--- src/core/dlpc_defs.svh ---
// Constants for the delay-reduction-loop pre-charge configuration bank.
// Assumes an 8-bit register port at the printed register offsets.
// Notes on behaviour
// - Initial charge current code maps 00=4, 01=8, 10=16, 11=32 mA.
// - Initial discharge current code maps 00=4, 01=8, 10=16, 11=32 mA.
// - Charge time is 1/8, 1/4, 3/8 or 1/2 of on/off delay.
// - Discharge time is 1/8, 1/4, 3/8 or 1/2 of on/off delay.
// - Loop runs for a pair only while its enable bit is set; resets off.
// - Error bit 0 limits correction to one bit, 1 uses measured error.
// - Gain code 00..11 means gain 1..4; resets to code 01.
// - Pre-charge register resets with times 11, charge 01, discharge 10.
// - Pairs 1-4 share one byte, 5-8 another; upper nibble is lower pair.
// - On/off delay reference is 140 ns times the delay setting.
`ifndef DLPC_DEFS_SVH
`define DLPC_DEFS_SVH

// Register offsets
`define DLPC_ADDR_PRE_HB56 6'h31
`define DLPC_ADDR_PRE_HB78 6'h32
`define DLPC_ADDR_GAIN_HB14 6'h33
`define DLPC_ADDR_GAIN_HB58 6'h34

// Reset values
`define DLPC_RST_PRE 8'hF6
`define DLPC_RST_GAIN 8'h11

// Field positions, pre-charge register
`define DLPC_PRE_CT_MSB 7
`define DLPC_PRE_DT_MSB 5
`define DLPC_PRE_CI_MSB 3
`define DLPC_PRE_DI_MSB 1

// Field positions inside a loop nibble
`define DLPC_NIB_EN 3
`define DLPC_NIB_ERR 2
`define DLPC_NIB_GAIN_MSB 1

// Currents and timing
`define DLPC_BASE_MA 6'h04
`define DLPC_STEP_NS 14'h008C
`define DLPC_FRAC_SHIFT 3

`endif

--- src/core/dlpc_pkg.sv ---
// Types shared by the pre-charge configuration bank.
// Assumes the constants header is compiled alongside.
`default_nettype none

package dlpc_pkg;

    // Settings in force for one bridge pair's loop
    typedef struct packed {
        logic enable;
        logic err_actual;
        logic [2:0] gain;
    } dlpc_loop_type;

    // Pre-charge settings in force for one bridge pair
    typedef struct packed {
        logic [5:0] charge_ma;
        logic [5:0] discharge_ma;
        logic [13:0] delay_ref_ns;
        logic [13:0] charge_ns;
        logic [13:0] discharge_ns;
    } dlpc_pre_type;

endpackage

`default_nettype wire

--- src/core/dlpc_bank.sv ---
// Register bank and decode for the delay-reduction loop, pairs 1-8.
// Assumes a register port from the serial interface, synchronous to
// core_clk, and one switching pulse per bridge pair from the gate stage.
`include "dlpc_defs.svh"
`default_nettype none

module dlpc_bank
    import dlpc_pkg::*;
(
    // Clock, reset, enable
    input wire logic core_clk,
    input wire logic sys_rst,
    input wire logic clk_en,
    // Register port
    input wire logic [5:0] reg_addr,
    input wire logic reg_wr,
    input wire logic reg_rd,
    input wire logic [7:0] reg_wdata,
    output logic [7:0] reg_rdata,
    // Gate stage side: 0=hb12, 1=hb34, 2=hb56, 3=hb78
    input wire logic [3:0] switch_edge,
    input wire logic [5:0] onoff_delay_setting_hb56,
    input wire logic [5:0] onoff_delay_setting_hb78,
    output dlpc_loop_type [3:0] loop_cfg,
    output dlpc_pre_type [1:0] pre_cfg
);

    ////////////////////////////////////////////////////////////////////////
    // Registers

    logic [7:0] pre_hb56_reg;
    logic [7:0] pre_hb78_reg;
    logic [7:0] gain_hb14_reg;
    logic [7:0] gain_hb58_reg;
    logic [7:0] rdata_reg;
    logic [7:0] rdata_next;
    dlpc_loop_type [3:0] loop_reg;
    dlpc_loop_type [3:0] loop_next;
    dlpc_pre_type [1:0] pre_reg;
    dlpc_pre_type [1:0] pre_next;

    wire wr_pre56 = clk_en && reg_wr && reg_addr == `DLPC_ADDR_PRE_HB56;
    wire wr_pre78 = clk_en && reg_wr && reg_addr == `DLPC_ADDR_PRE_HB78;
    wire wr_g14 = clk_en && reg_wr && reg_addr == `DLPC_ADDR_GAIN_HB14;
    wire wr_g58 = clk_en && reg_wr && reg_addr == `DLPC_ADDR_GAIN_HB58;

    // Reads return stored values; unmapped offsets read zero
    always_comb begin
        if (reg_addr == `DLPC_ADDR_PRE_HB56) begin
            rdata_next = pre_hb56_reg;
        end else if (reg_addr == `DLPC_ADDR_PRE_HB78) begin
            rdata_next = pre_hb78_reg;
        end else if (reg_addr == `DLPC_ADDR_GAIN_HB14) begin
            rdata_next = gain_hb14_reg;
        end else if (reg_addr == `DLPC_ADDR_GAIN_HB58) begin
            rdata_next = gain_hb58_reg;
        end else begin
            rdata_next = 8'h00;
        end
    end

    // Reset values
    always_ff @(posedge core_clk) begin
        if (sys_rst) begin
            pre_hb56_reg <= `DLPC_RST_PRE;
            pre_hb78_reg <= `DLPC_RST_PRE;
            gain_hb14_reg <= `DLPC_RST_GAIN;
            gain_hb58_reg <= `DLPC_RST_GAIN;
            rdata_reg <= 8'h00;
        end else if (clk_en) begin
            if (wr_pre56) pre_hb56_reg <= reg_wdata;
            if (wr_pre78) pre_hb78_reg <= reg_wdata;
            if (wr_g14) gain_hb14_reg <= reg_wdata;
            if (wr_g58) gain_hb58_reg <= reg_wdata;
            if (reg_rd) rdata_reg <= rdata_next;
        end
    end

    ////////////////////////////////////////////////////////////////////////
    // Loop settings, one nibble per pair

    // Upper nibble serves the lower-numbered pair
    wire [15:0] nibbles = {gain_hb14_reg, gain_hb58_reg};

    genvar gi;
    generate
        for (gi = 0; gi < 4; gi++) begin : g_loop
            wire [3:0] nib = nibbles[15 - 4 * gi -: 4];
            wire [1:0] gcode = nib[`DLPC_NIB_GAIN_MSB -: 2];
            // Loop runs only while enabled
            assign loop_next[gi].enable = nib[`DLPC_NIB_EN];
            // One-bit or measured error
            assign loop_next[gi].err_actual = nib[`DLPC_NIB_ERR];
            // Gain is code plus one
            assign loop_next[gi].gain = {1'b0, gcode} + 3'h1;
        end
    endgenerate

    ////////////////////////////////////////////////////////////////////////
    // Pre-charge settings for pairs 5-6 and 7-8

    wire [15:0] pre_bytes = {pre_hb56_reg, pre_hb78_reg};
    wire [11:0] delay_set = {onoff_delay_setting_hb56,
                             onoff_delay_setting_hb78};

    generate
        for (gi = 0; gi < 2; gi++) begin : g_pre
            wire [7:0] pb = pre_bytes[15 - 8 * gi -: 8];
            wire [1:0] ct = pb[`DLPC_PRE_CT_MSB -: 2];
            wire [1:0] dt = pb[`DLPC_PRE_DT_MSB -: 2];
            wire [5:0] set = delay_set[11 - 6 * gi -: 6];
            // Delay reference is 140 ns per step
            wire [13:0] ref_ns = 14'(`DLPC_STEP_NS * {8'h00, set});
            // Fraction is (code + 1) eighths of the reference
            wire [16:0] ct_prod = 17'({3'h0, ref_ns} * 17'({1'b0, ct} + 3'h1));
            wire [16:0] dt_prod = 17'({3'h0, ref_ns} * 17'({1'b0, dt} + 3'h1));
            // Currents double per code step from 4 mA
            assign pre_next[gi].charge_ma =
                `DLPC_BASE_MA << pb[`DLPC_PRE_CI_MSB -: 2];
            assign pre_next[gi].discharge_ma =
                `DLPC_BASE_MA << pb[`DLPC_PRE_DI_MSB -: 2];
            assign pre_next[gi].delay_ref_ns = ref_ns;
            assign pre_next[gi].charge_ns = ct_prod[16:`DLPC_FRAC_SHIFT];
            assign pre_next[gi].discharge_ns = dt_prod[16:`DLPC_FRAC_SHIFT];
        end
    endgenerate

    ////////////////////////////////////////////////////////////////////////
    // Settings in force, loaded during reset and otherwise only at a pair's
    // switching edge, so a write never changes drive in the middle of a transition

    always_ff @(posedge core_clk) begin
        if (sys_rst) begin
            loop_reg <= loop_next;
            pre_reg <= pre_next;
        end else if (clk_en) begin
            for (int i = 0; i < 4; i++) begin
                if (switch_edge[i]) loop_reg[i] <= loop_next[i];
            end
            for (int i = 0; i < 2; i++) begin
                if (switch_edge[i + 2]) pre_reg[i] <= pre_next[i];
            end
        end
    end

    assign reg_rdata = rdata_reg;
    assign loop_cfg = loop_reg;
    assign pre_cfg = pre_reg;
endmodule

`default_nettype wire

--- config.mk ---
export PLATFORM = sky130hd
export DESIGN_NAME = dlpc_bank
export DESIGN_NICKNAME = d
export VERILOG_FILES = /design/src/core/dlpc_pkg.sv /design/src/core/dlpc_bank.sv
export VERILOG_INCLUDE_DIRS = /design/src /design/src/core
export SDC_FILE = /design/constraint.sdc
export NUM_CORES = 1
export LEC_CHECK = 0
export ABC_AREA = 1
export ABC_CLOCK_PERIOD_IN_PS = 5630
export CAP_MARGIN = 20
export CORE_MARGIN = 2
export CORE_UTILIZATION = 50
export DETAILED_ROUTE_END_ITERATION = 8
export DONT_BUFFER_PORTS = 1
export PLACE_DENSITY = 0.62
export SYNTH_ARGS = -nofsm -noshare
export SYNTH_HDL_FRONTEND = slang
export SYNTH_SLANG_ARGS = --single-unit
--- constraint.sdc ---
create_clock -name core_clk -period 5.63 [get_ports core_clk]
set_clock_uncertainty 0.05 [all_clocks]
set_input_delay 1.126 -clock core_clk [delete_from_list [all_inputs] [get_ports core_clk]]
set_output_delay 1.126 -clock core_clk [all_outputs]
set_load 0.005 [all_outputs]
## After elaboration in Yosys (flattened, before gate mapping)

Index checks and enable logic that the tools add are counted.
W data, S select, Z words.

| storage, ports and cells | value |
|---|---|
| flip-flop bits (word level) | 164 |
| latch bits | 0 |
| bits in writable memories | 0 |
| ROM bits | 0 |
| input port bits | 35 |
| memories kept | 0 |

| cells by class | value |
|---|---|
| add/subtract/negate cells | 8 |
| multipliers | 6 |
| div/mod/pow operators | 0 |
| magnitude comparators | 0 |
| equality and inequality tests | 4 |
| shifts and indexed selects | 4 |
| multiplexer cells | 14 |
| bitwise logic cells | 0 |
| reductions and logical operators | 19 |

Operators with widths:

| operator | count |
|---|---|
| $mux W108 | 2 |
| $mux W54 | 2 |
| $mul A12 B3 Y15 | 4 |
| $mux W20 | 2 |
| $mux W8 | 4 |
| $add A2 B1 Y3 const B | 8 |
| $eq A6 B6 Y1 const B | 4 |
| $mul A6 B6 Y12 const A | 2 |
| $shl A3 B2 Y6 const A | 4 |
| $mux W5 | 4 |
| $reduce_and A2 Y1 | 9 |
| $reduce_bool A2 Y1 | 5 |
| $logic_and A1 B1 Y1 | 5 |

## Longest topological paths before layout

Gate-level depths: netlist of the first run.

| logic depth | value |
|---|---|
| depth in word-level cells | 5 |
| depth in mapped cells | 25 |
| depth with buffers taken out | 25 |

## Least setup slack after synthesis of the first run

Ideal clock, no wire load.

| timing | value |
|---|---|
| kind | input -> register |
| from | in onoff_delay_setting_hb56[4] |
| to | reg pre_reg, in the netlist pre_cfg[12], data pin |
| library setup time | 0.252 ns |
| arrival time | 4.497 ns |
| data required time | 5.328 ns |
| setup slack | 0.831 ns |
| stages on the path | 19 |
| path buffers | 0 |
| cells stage by stage | inv_1 > ha_1 > ha_1 > or2_2 > ha_1 > ha_1 > nand3_2 > o21ai_2 > xor2_2 > nand2_1 > fa_1 > inv_1 > ha_1 > a21oi_1 > o21ai_0 > a21oi_1 > nand2_1 > nand2_1 > nand2_1 |

| on the way | value |
|---|---|
| cells in the longest elaborated chain, start to end | 5 |

RTL lines:

| what | line | text |
|---|---|---|
| start, declared | dlpc_bank.sv:22 | `input wire logic [5:0] onoff_delay_setting_hb56,` |
| $mul A6 B6 Y12 (no source line) * | -- |  |
| via g_pre[0].ref_ns[11] | dlpc_bank.sv:113 | `` wire [13:0] ref_ns = 14'(`DLPC_STEP_NS * {8'h00, set}); `` |
| $mul A12 B3 Y15 * | dlpc_bank.sv:116 | `wire [16:0] dt_prod = 17'({3'h0, ref_ns} * 17'({1'b0, dt} + 3'h1));` |
| via g_pre[0].dt_prod[15] | dlpc_bank.sv:116 |  |
| $mux W54 | dlpc_bank.sv:141 | `if (switch_edge[i + 2]) pre_reg[i] <= pre_next[i];` |
| $mux W108 | dlpc_bank.sv:136 | `end else if (clk_en) begin` |
| $mux W108 * | dlpc_bank.sv:133 | `if (sys_rst) begin` |
| end signal, assigned | dlpc_bank.sv:135 | `pre_reg <= pre_next;` |
| end signal, assigned by index | dlpc_bank.sv:141 |  |
| end, declared | dlpc_bank.sv:39 | `dlpc_pre_type [1:0] pre_reg;` |

The timed path passes the listed nets; every way through them passes the cells marked *. The select of a mux whose other input is x is not followed.
A chain may end at the register's enable or synchronous reset.

## Worst setup path in the final report of the first run

Ends and elaborated chain as after synthesis.

==> metrics.cfg, run 1 <==
[floorplanning]
die_area_mm2=0.0226
num_rows=53
core_area_mm2=0.0210
start_util=0.509
fp.dieW_um=150
io-pin-count=171
die_h_um=150

[clocking]
htree_levels=4
ctsHoldBuffers=0
cts_tree=built
cts_setup_buffers=0
cts_max_path_buffers=2
postCtsResizedCells=0
cts_root_buffer=clkbuf_16
numCtsBuffers=17
clock_latency_ps=430
cts_sinks=156
path_clk_slew_ps=80

[global_route]
grt_pass1_vias=7732
grt_pass1_wl_um=39500
grt_max_degree=54
grt.overflow.total=0
grt.total_usage=0.224
antenna_found_initial=0

[setup_path]
reg2reg_to=pre_cfg[80]$_DFFE_PP_
arrival_ps=4870
crit_fanout=7
cp-end-kind=register
worstSetupPathType=input port to register
rr_worst_depth=11
r2r-start=g_pre[1].pb[6]$_SDFFE_PP1P_
cp.required_ps=5760
rrSetupSlack_ps=2300
start_kind=input port

[routing]
final_antenna_net_count=0
wl_per_cell_um=16.4
drt-vias-per-instance=5.26
wl_met3_um=1510
wl_met1_um=10900
vias=7889
wl_um=24600
routed-wl-met2_um=11800
topRoutingLayerUsed=met4
drc=0
drt_iter0_markers=522
drt_first_pass_iters=5

[synthesis]
synth_adder_area_share=0.207
yosys.area.top_type=edfxtp_1
ys.warnings.count=0
synth_top_family_by_area=adder cells
yosys-top-cells-area=edfxtp_1 (33%), ha_1 (12%), nand2_1 (11%), fa_1 (9.0%), dfxtp_1 (7.5%)
synth_compound_area_frac=0.0703
synth.distinct_cells=40
ys_seq_area_frac=0.400
syn_inst=1213
syn_area_mm2=0.0107
synth_xor_area_frac=0.0261
yosys.area.top_type_share=0.326
muxShareOfSynthArea=0
avgSynthCellArea_um2=8.82
ys_ff_latch=156
yosys.area_share.simple=0.201

[finish]
layout_commonest_cell=nand2_1
antenna_cells=0
largest_reg_flops=96
final_nets=1396
area_delta_synth_final_pct=7.80
drive_gt1_frac=0.0538
layout_common_cells=nand2_1 (307), inv_1 (209), edfxtp_1 (116), ha_1 (100), nand3_1 (68)

[sta]
maxSlewViolCount=0
finalCriticalPeriod_ps=4740
max_freq_ghz=0.211
tightestPinTransition_ps=687
setup_tns_ps=0
rsz0062_at_grt=no
setup_violations=0
slew_headroom=0.542
hold_violations=0
final.period_utilization=0.842

[place]
io_buffer_count=0
dpl.hpwl_um=18500
place_congestion=0.878

[min_path]
hold_class=register to register
whs_path_depth=0
hold_path_end=loop_cfg[8]$_DFFE_PP_
holdCritStartpoint=gain_hb14_reg[2]$_SDFFE_PP0P_

[outcome]
status=complete, no violations

[power]
p_per_area_mw_per_mm2=279
peakVddDrop_mv=0.170
total_power_mw=3.22
leakage_nw=5.76

[job]
cap_violations=0

[cell type report]
| type | count | area, um^2 |
|---|---|---|
| Clock buffer | 17 | 425 |
| Multi-Input combinational cell | 819 | 5450 |
| Timing Repair Buffer | 4 | 30.0 |
| Clock inverter | 15 | 199 |
| Tap cell | 275 | 344 |
| Inverter | 215 | 807 |
| Fill cell | 1911 | 9490 |
| Sequential cell | 156 | 4280 |
[cells in the mapped netlist]
master,instances
nand2_1,309
inv_1,209
edfxtp_1,116
ha_1,100
nand3_1,68
nor2_1,58
a21oi_1,51
fa_1,48
dfxtp_1,40
o21ai_0,34
xor2_1,23
nand4_1,19
o211ai_1,19
buf_4,16
nor3_1,15
clkbuf_1,13
o21ai_1,11
a31oi_1,7
xnor2_1,7
nor2_4,6
a21o_1,5
nand2_2,5
nand3b_1,4
buf_2,3
clkinv_1,3
inv_2,3
o21bai_1,3
or2_2,3
and3_2,2
nand3_2,2
nor2_8,2
a21o_2,1
buf_6,1
buf_8,1
conb_1,1
nand2_4,1
nor2_2,1
o21a_1,1
o21ai_2,1
xor2_2,1
[worst max-delay path, stage by stage]
cell and delay [ps]:
inv_1 20, ha_1 180, ha_1 160, or2_2 290, ha_1 280, ha_1 350, nand3_2 110, o21ai_2 210
xor2_2 340, nand2_1 150, fa_1 530, inv_1 40, ha_1 350, a21oi_1 270, o21ai_0 120, a21oi_1 180
nand2_1 70, nand2_1 50, nand2_1 40
[how the worst max path moves through the flow]
stage | startpoint | end | slack [ps]
final | onoff_delay_setting_hb56[4] | pre_cfg[12]$_DFFE_PP_ | 890
after global routing | onoff_delay_setting_hb78[4] | pre_cfg[79]$_DFFE_PP_ | 550
after floorplan | onoff_delay_setting_hb56[4] | pre_cfg[12]$_DFFE_PP_ | 830
after detailed placement | onoff_delay_setting_hb78[4] | pre_cfg[79]$_DFFE_PP_ | 480
after global placement | onoff_delay_setting_hb78[4] | pre_cfg[79]$_DFFE_PP_ | 500
after CTS | onoff_delay_setting_hb78[4] | pre_cfg[79]$_DFFE_PP_ | 910
[where the power goes]
| part | switching (mW) | total [mW] | internal [mW] |
|---|---|---|---|
| logic | 0.408 | 0.598 | 0.190 |
| clock network | 0.590 | 1.20 | 0.609 |
| registers | 0.0577 | 1.42 | 1.37 |
[routing by layer]
layer / track usage / vias up
li1: - / 3921
met5: 0 / -
met1: 0.295 / 3715
met2: 0.369 / 223
met3: 0.0530 / 30
met4: 0.0665 / 0
[logic make-up after synthesis]
family / after synthesis
AOI/OAI and AO/OA: 133
xor gates and xnor gates: 31
adders and majority gates: 148
buffers and inverters: 249
DFF: 156
other: 1
and+or+nand+nor: 495
[through the flow]
stage                     setup slack (ps)  hold slack, ps  cells  area (um^2)  utilization
final                                  888             417   1501        11500        0.549
after global routing                   546             424   1501        11500        0.549
after CTS                              915             421   1501        11500        0.549
after detailed placement               476             399   1469        10900        0.519
after global placement                 501             397   1469        10900        0.519
after floorplan                        831             376   1224        10700            -
Power figures use the tool's default switching activity.
==> run 2: changes to the inputs <==
--- a/config.mk
+++ b/config.mk
@@ -7,7 +7,7 @@
 export NUM_CORES = 1
 export LEC_CHECK = 0
 export ABC_AREA = 1
-export ABC_CLOCK_PERIOD_IN_PS = 5630
+export ABC_CLOCK_PERIOD_IN_PS = 4600
 export CAP_MARGIN = 20
 export CORE_MARGIN = 2
 export CORE_UTILIZATION = 50
==> constraint.sdc (replaced) <==
create_clock -name core_clk -period 4.6 [get_ports core_clk]
set_clock_uncertainty 0.05 [all_clocks]
set_input_delay 0.92 -clock core_clk [delete_from_list [all_inputs] [get_ports core_clk]]
set_output_delay 0.92 -clock core_clk [all_outputs]
set_load 0.005 [all_outputs]
==> run 2 against run 1 <==
Routed wire length grew 2.0%. Core utilization grew 3.0 points. Final cell count grew 5.0%.
==> metrics.cfg, run 2 (synthesized netlist as in run 1, its figures left out) <==
[power]
leakage_nw=6.13  ; was 5.76 nW
p_int_mw=2.79  ; was 2.17 mW
peakVddDrop_mv=0.234  ; was 0.170 mV
combPwrFrac=0.223  ; was 0.186
total_power_mw=4.12  ; was 3.22 mW
power_frac_clock=0.354  ; was 0.372
switching_share=0.321  ; was 0.328
switchingPower_mw=1.32  ; was 1.06 mW
sequentialPowerShare=0.423  ; was 0.442
p_per_area_mw_per_mm2=338  ; was 279 mW/mm^2

[setup_path]
worstSetupPathType=input port to register  ; unchanged
cp.buffers_inverters=5  ; was 2
cp.required_ps=4750  ; was 5760 ps
cp_cell_sequence=inv_1 > ha_1 > inv_1 > fa_1 > ha_4 > nand2_1 > nand2_2 > nand3_2 > o21ai_4 > xor2_4 > buf_4 > nand2_1 > fa_1 > inv_1 > ha_1 > inv_1 > o21ai_0 > a21oi_1 > nand3_1 > nand2_1 > nand2_1  ; was inv_1 > ha_1 > ha_1 > or2_2 > ha_1 > ha_1 > nand3_2 > o21ai_2 > xor2_2 > nand2_1 > fa_1 > inv_1 > ha_1 > a21oi_1 > o21ai_0 > a21oi_1 > nand2_1 > nand2_1 > nand2_1
rr_worst_depth=10  ; was 11
crit_fanout=7  ; unchanged
max_stage_delay_ps=540  ; was 530 ps
arrival_ps=4520  ; was 4870 ps
start_kind=input port  ; unchanged
slowest_stage=fa_1  ; unchanged
cp_top_family=adder cells  ; unchanged
path_depth=21  ; was 19
cp-end-kind=register  ; unchanged

[sta]
setup_violations=0  ; unchanged
tightestPinTransition_ps=871  ; was 687 ps
finalCriticalPeriod_ps=4370
slew_headroom=0.417  ; was 0.542
final.period_utilization=0.949
maxSlewViolCount=0  ; unchanged
max_freq_ghz=0.229
setup_ws_ps=234  ; was 888 ps
hold_violations=0  ; unchanged

[global_route]
grt_max_degree=48  ; was 54
grt.total_usage=0.225  ; was 0.224
antenna_found_initial=0  ; unchanged
grt_pass1_wl_um=39500  ; about the same
grt_pass1_vias=7948  ; was 7732
grt.overflow.total=0  ; unchanged

[routing]
final_antenna_net_count=0  ; unchanged
wl_um=25100  ; was 24600 um
drt-vias-per-instance=5.22  ; was 5.26
wl_per_cell_um=15.9  ; was 16.4 um
drt_iter0_markers=504  ; was 522
drc=0  ; unchanged
drt_first_pass_iters=5  ; unchanged
vias=8233  ; was 7889

[floorplanning]
core_area_mm2=0.0210  ; unchanged
die_h_um=150  ; unchanged
fp.dieW_um=150  ; unchanged
io-pin-count=171  ; unchanged
num_rows=53  ; unchanged
die_area_mm2=0.0226  ; unchanged
start_util=0.509  ; unchanged

[min_path]
whs_path_depth=0  ; unchanged
hold_class=register to register  ; unchanged

[finish]
drive_gt1_frac=0.115  ; was 0.0538
post-route-util=0.579  ; was 0.549
layout_common_cells=nand2_1 (307), inv_1 (207), edfxtp_1 (116), ha_1 (98), buf_4 (76)  ; was nand2_1 (307), inv_1 (209), edfxtp_1 (116), ha_1 (100), nand3_1 (68)
final_nets=1471  ; was 1396
design_area_mm2=0.0122  ; was 0.0115 mm^2
largest_reg_flops=96  ; unchanged
fill_cells=1845  ; was 1911
layout_commonest_cell=nand2_1  ; unchanged
antenna_cells=0  ; unchanged
area_delta_synth_final_pct=13.8  ; was 7.80%

[clocking]
htree_levels=4  ; unchanged
clock_latency_ps=440  ; was 430 ps
path_clk_slew_ps=80  ; about the same
numCtsBuffers=17  ; unchanged
cts_max_path_buffers=2  ; unchanged
cts_sinks=156  ; unchanged
cts_tree=built  ; unchanged
cts_root_buffer=clkbuf_16  ; unchanged
ctsHoldBuffers=0  ; unchanged

[job]
cap_violations=0  ; unchanged

[place]
io_buffer_count=0  ; unchanged
dpl.hpwl_um=19100  ; was 18500 um
place_area_mm2=0.0115  ; was 0.0109 mm^2
place_congestion=0.922  ; was 0.878
post-place-ws_ps=-242  ; was 476 ps

[outcome]
status=complete, no violations  ; unchanged

[run 2: repair_timing]
action,4_1_cts,5_1_grt
setup buffers,0,2
gates resized for setup,0,10
setup endpoints to repair,0,7
endpoints found under the hold margin,0,0
[run 2: layout make-up]
type	instances	area, um^2	area share
Multi-Input combinational cell	819	5490	0.451
Sequential cell	156	4280	0.352
Timing Repair Buffer	79	631	0.0518
Clock inverter	15	189	0.0155
Tap cell	275	344	0.0283
Clock buffer	17	425	0.0349
Inverter	215	807	0.0663
[run 2: power groups by stage]
| stage | registers, mW | logic, mW | clock network, mW |
|---|---|---|---|
| finish | 1.74 | 0.916 | 1.46 |
| global route | 1.76 | 1.03 | 1.54 |
| CTS | 1.75 | 0.903 | 1.48 |
| detailed placement | 1.78 | 0.896 | 0 |
| global placement | 1.78 | 0.884 | 0 |
| floorplan | 1.75 | 0.556 | 0 |
[run 2: metrics by stage]
step | TNS, ps | cells | hold slack [ps]
final | 0 | 1576 | 423
after global placement | -1440 | 1541 | 397
after floorplan | 0 | 1224 | 376
after CTS | 0 | 1573 | 417
after global routing | -55.1 | 1576 | 438
after detailed placement | -2810 | 1541 | 393
[run 2: layer usage]
| metal | track usage | up-vias | part of all wire |
|---|---|---|---|
| li1 | - | 4080 | - |
| met1 | 0.296 | 3899 | 0.44 |
| met2 | 0.364 | 210 | 0.47 |
| met3 | 0.0555 | 44 | 0.064 |
| met4 | 0.0764 | 0 | 0.022 |
| met5 | 0 | - | 0 |
[run 2: final timing paths]
path / start / end / slack (ps)
worst min-delay path: gain_hb14_reg[6]$_SDFFE_PP0P_ / loop_cfg[3]$_DFFE_PP_ / 420
worst min register to register: gain_hb14_reg[6]$_SDFFE_PP0P_ / loop_cfg[3]$_DFFE_PP_ / 420
worst max register to register: g_pre[1].pb[4]$_SDFFE_PP1P_ / pre_cfg[61]$_DFFE_PP_ / 1300
worst max-delay path: onoff_delay_setting_hb56[4] / pre_cfg[25]$_DFFE_PP_ / 230
==> run 3: changes to the inputs <==
--- a/config.mk
+++ b/config.mk
@@ -9,11 +9,13 @@
 export ABC_AREA = 1
 export ABC_CLOCK_PERIOD_IN_PS = 4600
 export CAP_MARGIN = 20
+export CELL_PAD_IN_SITES_DETAIL_PLACEMENT = 2
+export CELL_PAD_IN_SITES_GLOBAL_PLACEMENT = 2
 export CORE_MARGIN = 2
-export CORE_UTILIZATION = 50
+export CORE_UTILIZATION = 39
 export DETAILED_ROUTE_END_ITERATION = 8
 export DONT_BUFFER_PORTS = 1
-export PLACE_DENSITY = 0.62
+export PLACE_DENSITY = 0.77
 export SYNTH_ARGS = -nofsm -noshare
 export SYNTH_HDL_FRONTEND = slang
 export SYNTH_SLANG_ARGS = --single-unit
==> run 3 against run 2 <==
Critical path depth shrank 1. Final cell count grew 4.8%. Fmax shrank 3.4%. Global-route usage grew 1.4 points. Clock power is essentially flat. Hold slack gained 6.8 ps. Routed wire length grew 35%. Non-clock buffer count grew 10. Core utilization shrank 12 points. Sequential power is essentially flat. Count of clock-buffer cells in the layout grew 5. Critical path type unchanged. Largest power group unchanged.
==> metrics.cfg, run 3 (synthesized netlist as in run 1, its figures left out) <==
[finish]
antenna_cells=0  ; unchanged
layout_commonest_cell=nand2_1  ; unchanged
regArea_mm2=0.00428  ; unchanged
fill_cells=2964  ; was 1845
area_delta_synth_final_pct=15.7  ; was 13.8%
layout_common_cells=nand2_1 (304), inv_1 (206), edfxtp_1 (116), ha_1 (93), buf_4 (88)  ; was nand2_1 (307), inv_1 (207), edfxtp_1 (116), ha_1 (98), buf_4 (76)
final_nets=1481  ; was 1471
final_cell_count_no_fill=1652  ; was 1576
multi_input_area_mm2=0.00559  ; was 0.00549 mm^2
design_area_mm2=0.0124  ; was 0.0122 mm^2
drive_gt1_frac=0.133  ; was 0.115
largest_reg_flops=96  ; unchanged

[setup_path]
rrSetupSlack_ps=1190  ; was 1300 ps
start_kind=input port  ; unchanged
cp-end-kind=register  ; unchanged
setup.worst_path.start=onoff_delay_setting_hb56[4]  ; unchanged
arrival_ps=4650  ; was 4520 ps
worstSetupPathType=input port to register  ; unchanged
r2r-start=g_pre[0].pb[5]$_SDFFE_PP1P_  ; was g_pre[1].pb[4]$_SDFFE_PP1P_
cp.required_ps=4730  ; was 4750 ps
crit_fanout=7  ; unchanged

[routing]
drc=0  ; unchanged
drt_iter0_markers=371  ; was 504
drt_first_pass_iters=4  ; was 5
wl_um=33900  ; was 25100 um
final_antenna_net_count=0  ; unchanged
vias=8599  ; was 8233
drt-vias-per-instance=5.21  ; was 5.22
wl_per_cell_um=20.5  ; was 15.9 um

[floorplanning]
fp.dieW_um=170  ; was 150 um
die_area_mm2=0.0288  ; was 0.0226 mm^2
num_rows=60  ; was 53
core_area_mm2=0.0270  ; was 0.0210 mm^2
io-pin-count=171  ; unchanged
start_util=0.397  ; was 0.509
die_h_um=170  ; was 150 um

[clocking]
cts_tree=built  ; unchanged
clock_latency_ps=430  ; was 440 ps
cts_root_buffer=clkbuf_16  ; unchanged
cts_sinks=156  ; unchanged
htree_levels=4  ; unchanged
cts_max_path_buffers=2  ; unchanged
path_clk_slew_ps=70  ; was 80 ps
numCtsBuffers=17  ; unchanged

[sta]
max_freq_ghz=0.221  ; was 0.229 GHz
finalCriticalPeriod_ps=4520  ; was 4370 ps
slew_headroom=0.309  ; was 0.417
hold_violations=0  ; unchanged
tightestPinTransition_ps=1030  ; was 871 ps
setup_violations=0  ; unchanged
maxSlewViolCount=0  ; unchanged
rsz0062_at_grt=yes
setup_ws_ps=79.0  ; was 234 ps
final.period_utilization=0.983  ; was 0.949

[global_route]
antenna_found_initial=0  ; unchanged
grt.total_usage=0.239  ; was 0.225
grt_max_degree=40  ; was 48
grt.overflow.total=0  ; unchanged
grt_pass1_wl_um=52800  ; was 39500 um
grt_pass1_vias=9576  ; was 7948

[power]
peakVddDrop_mv=0.220  ; was 0.234 mV
leakage_nw=6.17  ; was 6.13 nW
p_per_area_mw_per_mm2=340  ; was 338 mW/mm^2
total_power_mw=4.21  ; was 4.12 mW

[place]
place_area_mm2=0.0116  ; was 0.0115 mm^2
dpl.hpwl_um=25800  ; was 19100 um
post-place-ws_ps=-432  ; was -242 ps
place_congestion=0.810  ; was 0.922
dp.cells=1618  ; was 1541
io_buffer_count=0  ; unchanged

[outcome]
status=complete, no violations  ; unchanged

[min_path]
hold_class=register to register  ; unchanged
holdCritStartpoint=gain_hb58_reg[3]$_SDFFE_PP0P_  ; was gain_hb14_reg[6]$_SDFFE_PP0P_

[job]
cap_violations=0  ; unchanged

[run 3: cell types whose count changed in the layout (fill, tap and decap cells not counted), moves of 4 or more]
cell and change:
buf_4 +12, clkinv_8 -6, o21ai_0 -4, o21ai_1 +4
ha_1 -5, ha_4 +5, inv_8 -4
[run 3: per-stage QoR]
| stage | util | setup TNS (ps) | hold WS [ps] |
|---|---|---|---|
| after floorplan | - | 0 | 376 |
| after global placement | 0.431 | -1840 | 406 |
| after detailed placement | 0.431 | -7540 | 411 |
| after CTS | 0.454 | 0 | 429 |
| after global routing | 0.460 | -363 | 448 |
| final | 0.460 | 0 | 429 |
[run 3: path summary, 6_finish.rpt]
check                                              end  cells past startpoint
worst max-delay path             pre_cfg[26]$_DFFE_PP_                     20
worst min-delay path            loop_cfg[19]$_DFFE_PP_                      0
worst max register to register   pre_cfg[13]$_DFFE_PP_                     12
worst min register to register  loop_cfg[19]$_DFFE_PP_                      0
[run 3: per-layer routing]
metal | wire length [um] | global-route usage
met1 | 13700 | 0.282
met5 | 0 | 0
met3 | 1500 | 0.0501
met4 | 660 | 0.0639
met2 | 18000 | 0.440
[run 3: what timing repair did]
item	4_1_cts	5_1_grt
endpoints found under the setup margin	0	23
gates resized for setup	0	31
setup buffers	0	2
endpoints found under the hold margin	0	0
hold buffers	0	0
[run 3: cell type report]
class | instances | share of cell area
clock buffers | 22 | 0.0410
clock inverters | 10 | 0.00697
inverters | 215 | 0.0652
multi-input cells | 819 | 0.452
flip-flops and latches | 156 | 0.346
well taps | 341 | 0.0345
repair buffers | 89 | 0.0550
[run 3: power by group]
group          leakage (nW)  internal, mW  switching, mW  total (mW)
Sequential             1.49          1.67         0.0733        1.75
Clock                 0.292         0.806          0.651        1.46
Combinational          4.39         0.406          0.596        1.00
Total                  6.17          2.89           1.32        4.21
[run 3: critical path: stages]
cell and delay [ps]:
inv_1 30, ha_1 190, ha_1 180, or2_2 290, ha_1 290, ha_1 350, nand3_2 140, o21ai_4 180
buf_4 150, inv_1 60, nor2_2 160, nand2_1 100, fa_1 500, inv_1 40, ha_1 350, inv_1 100
nor3_1 250, nand3_1 180, nand4_1 130, nand2_1 60
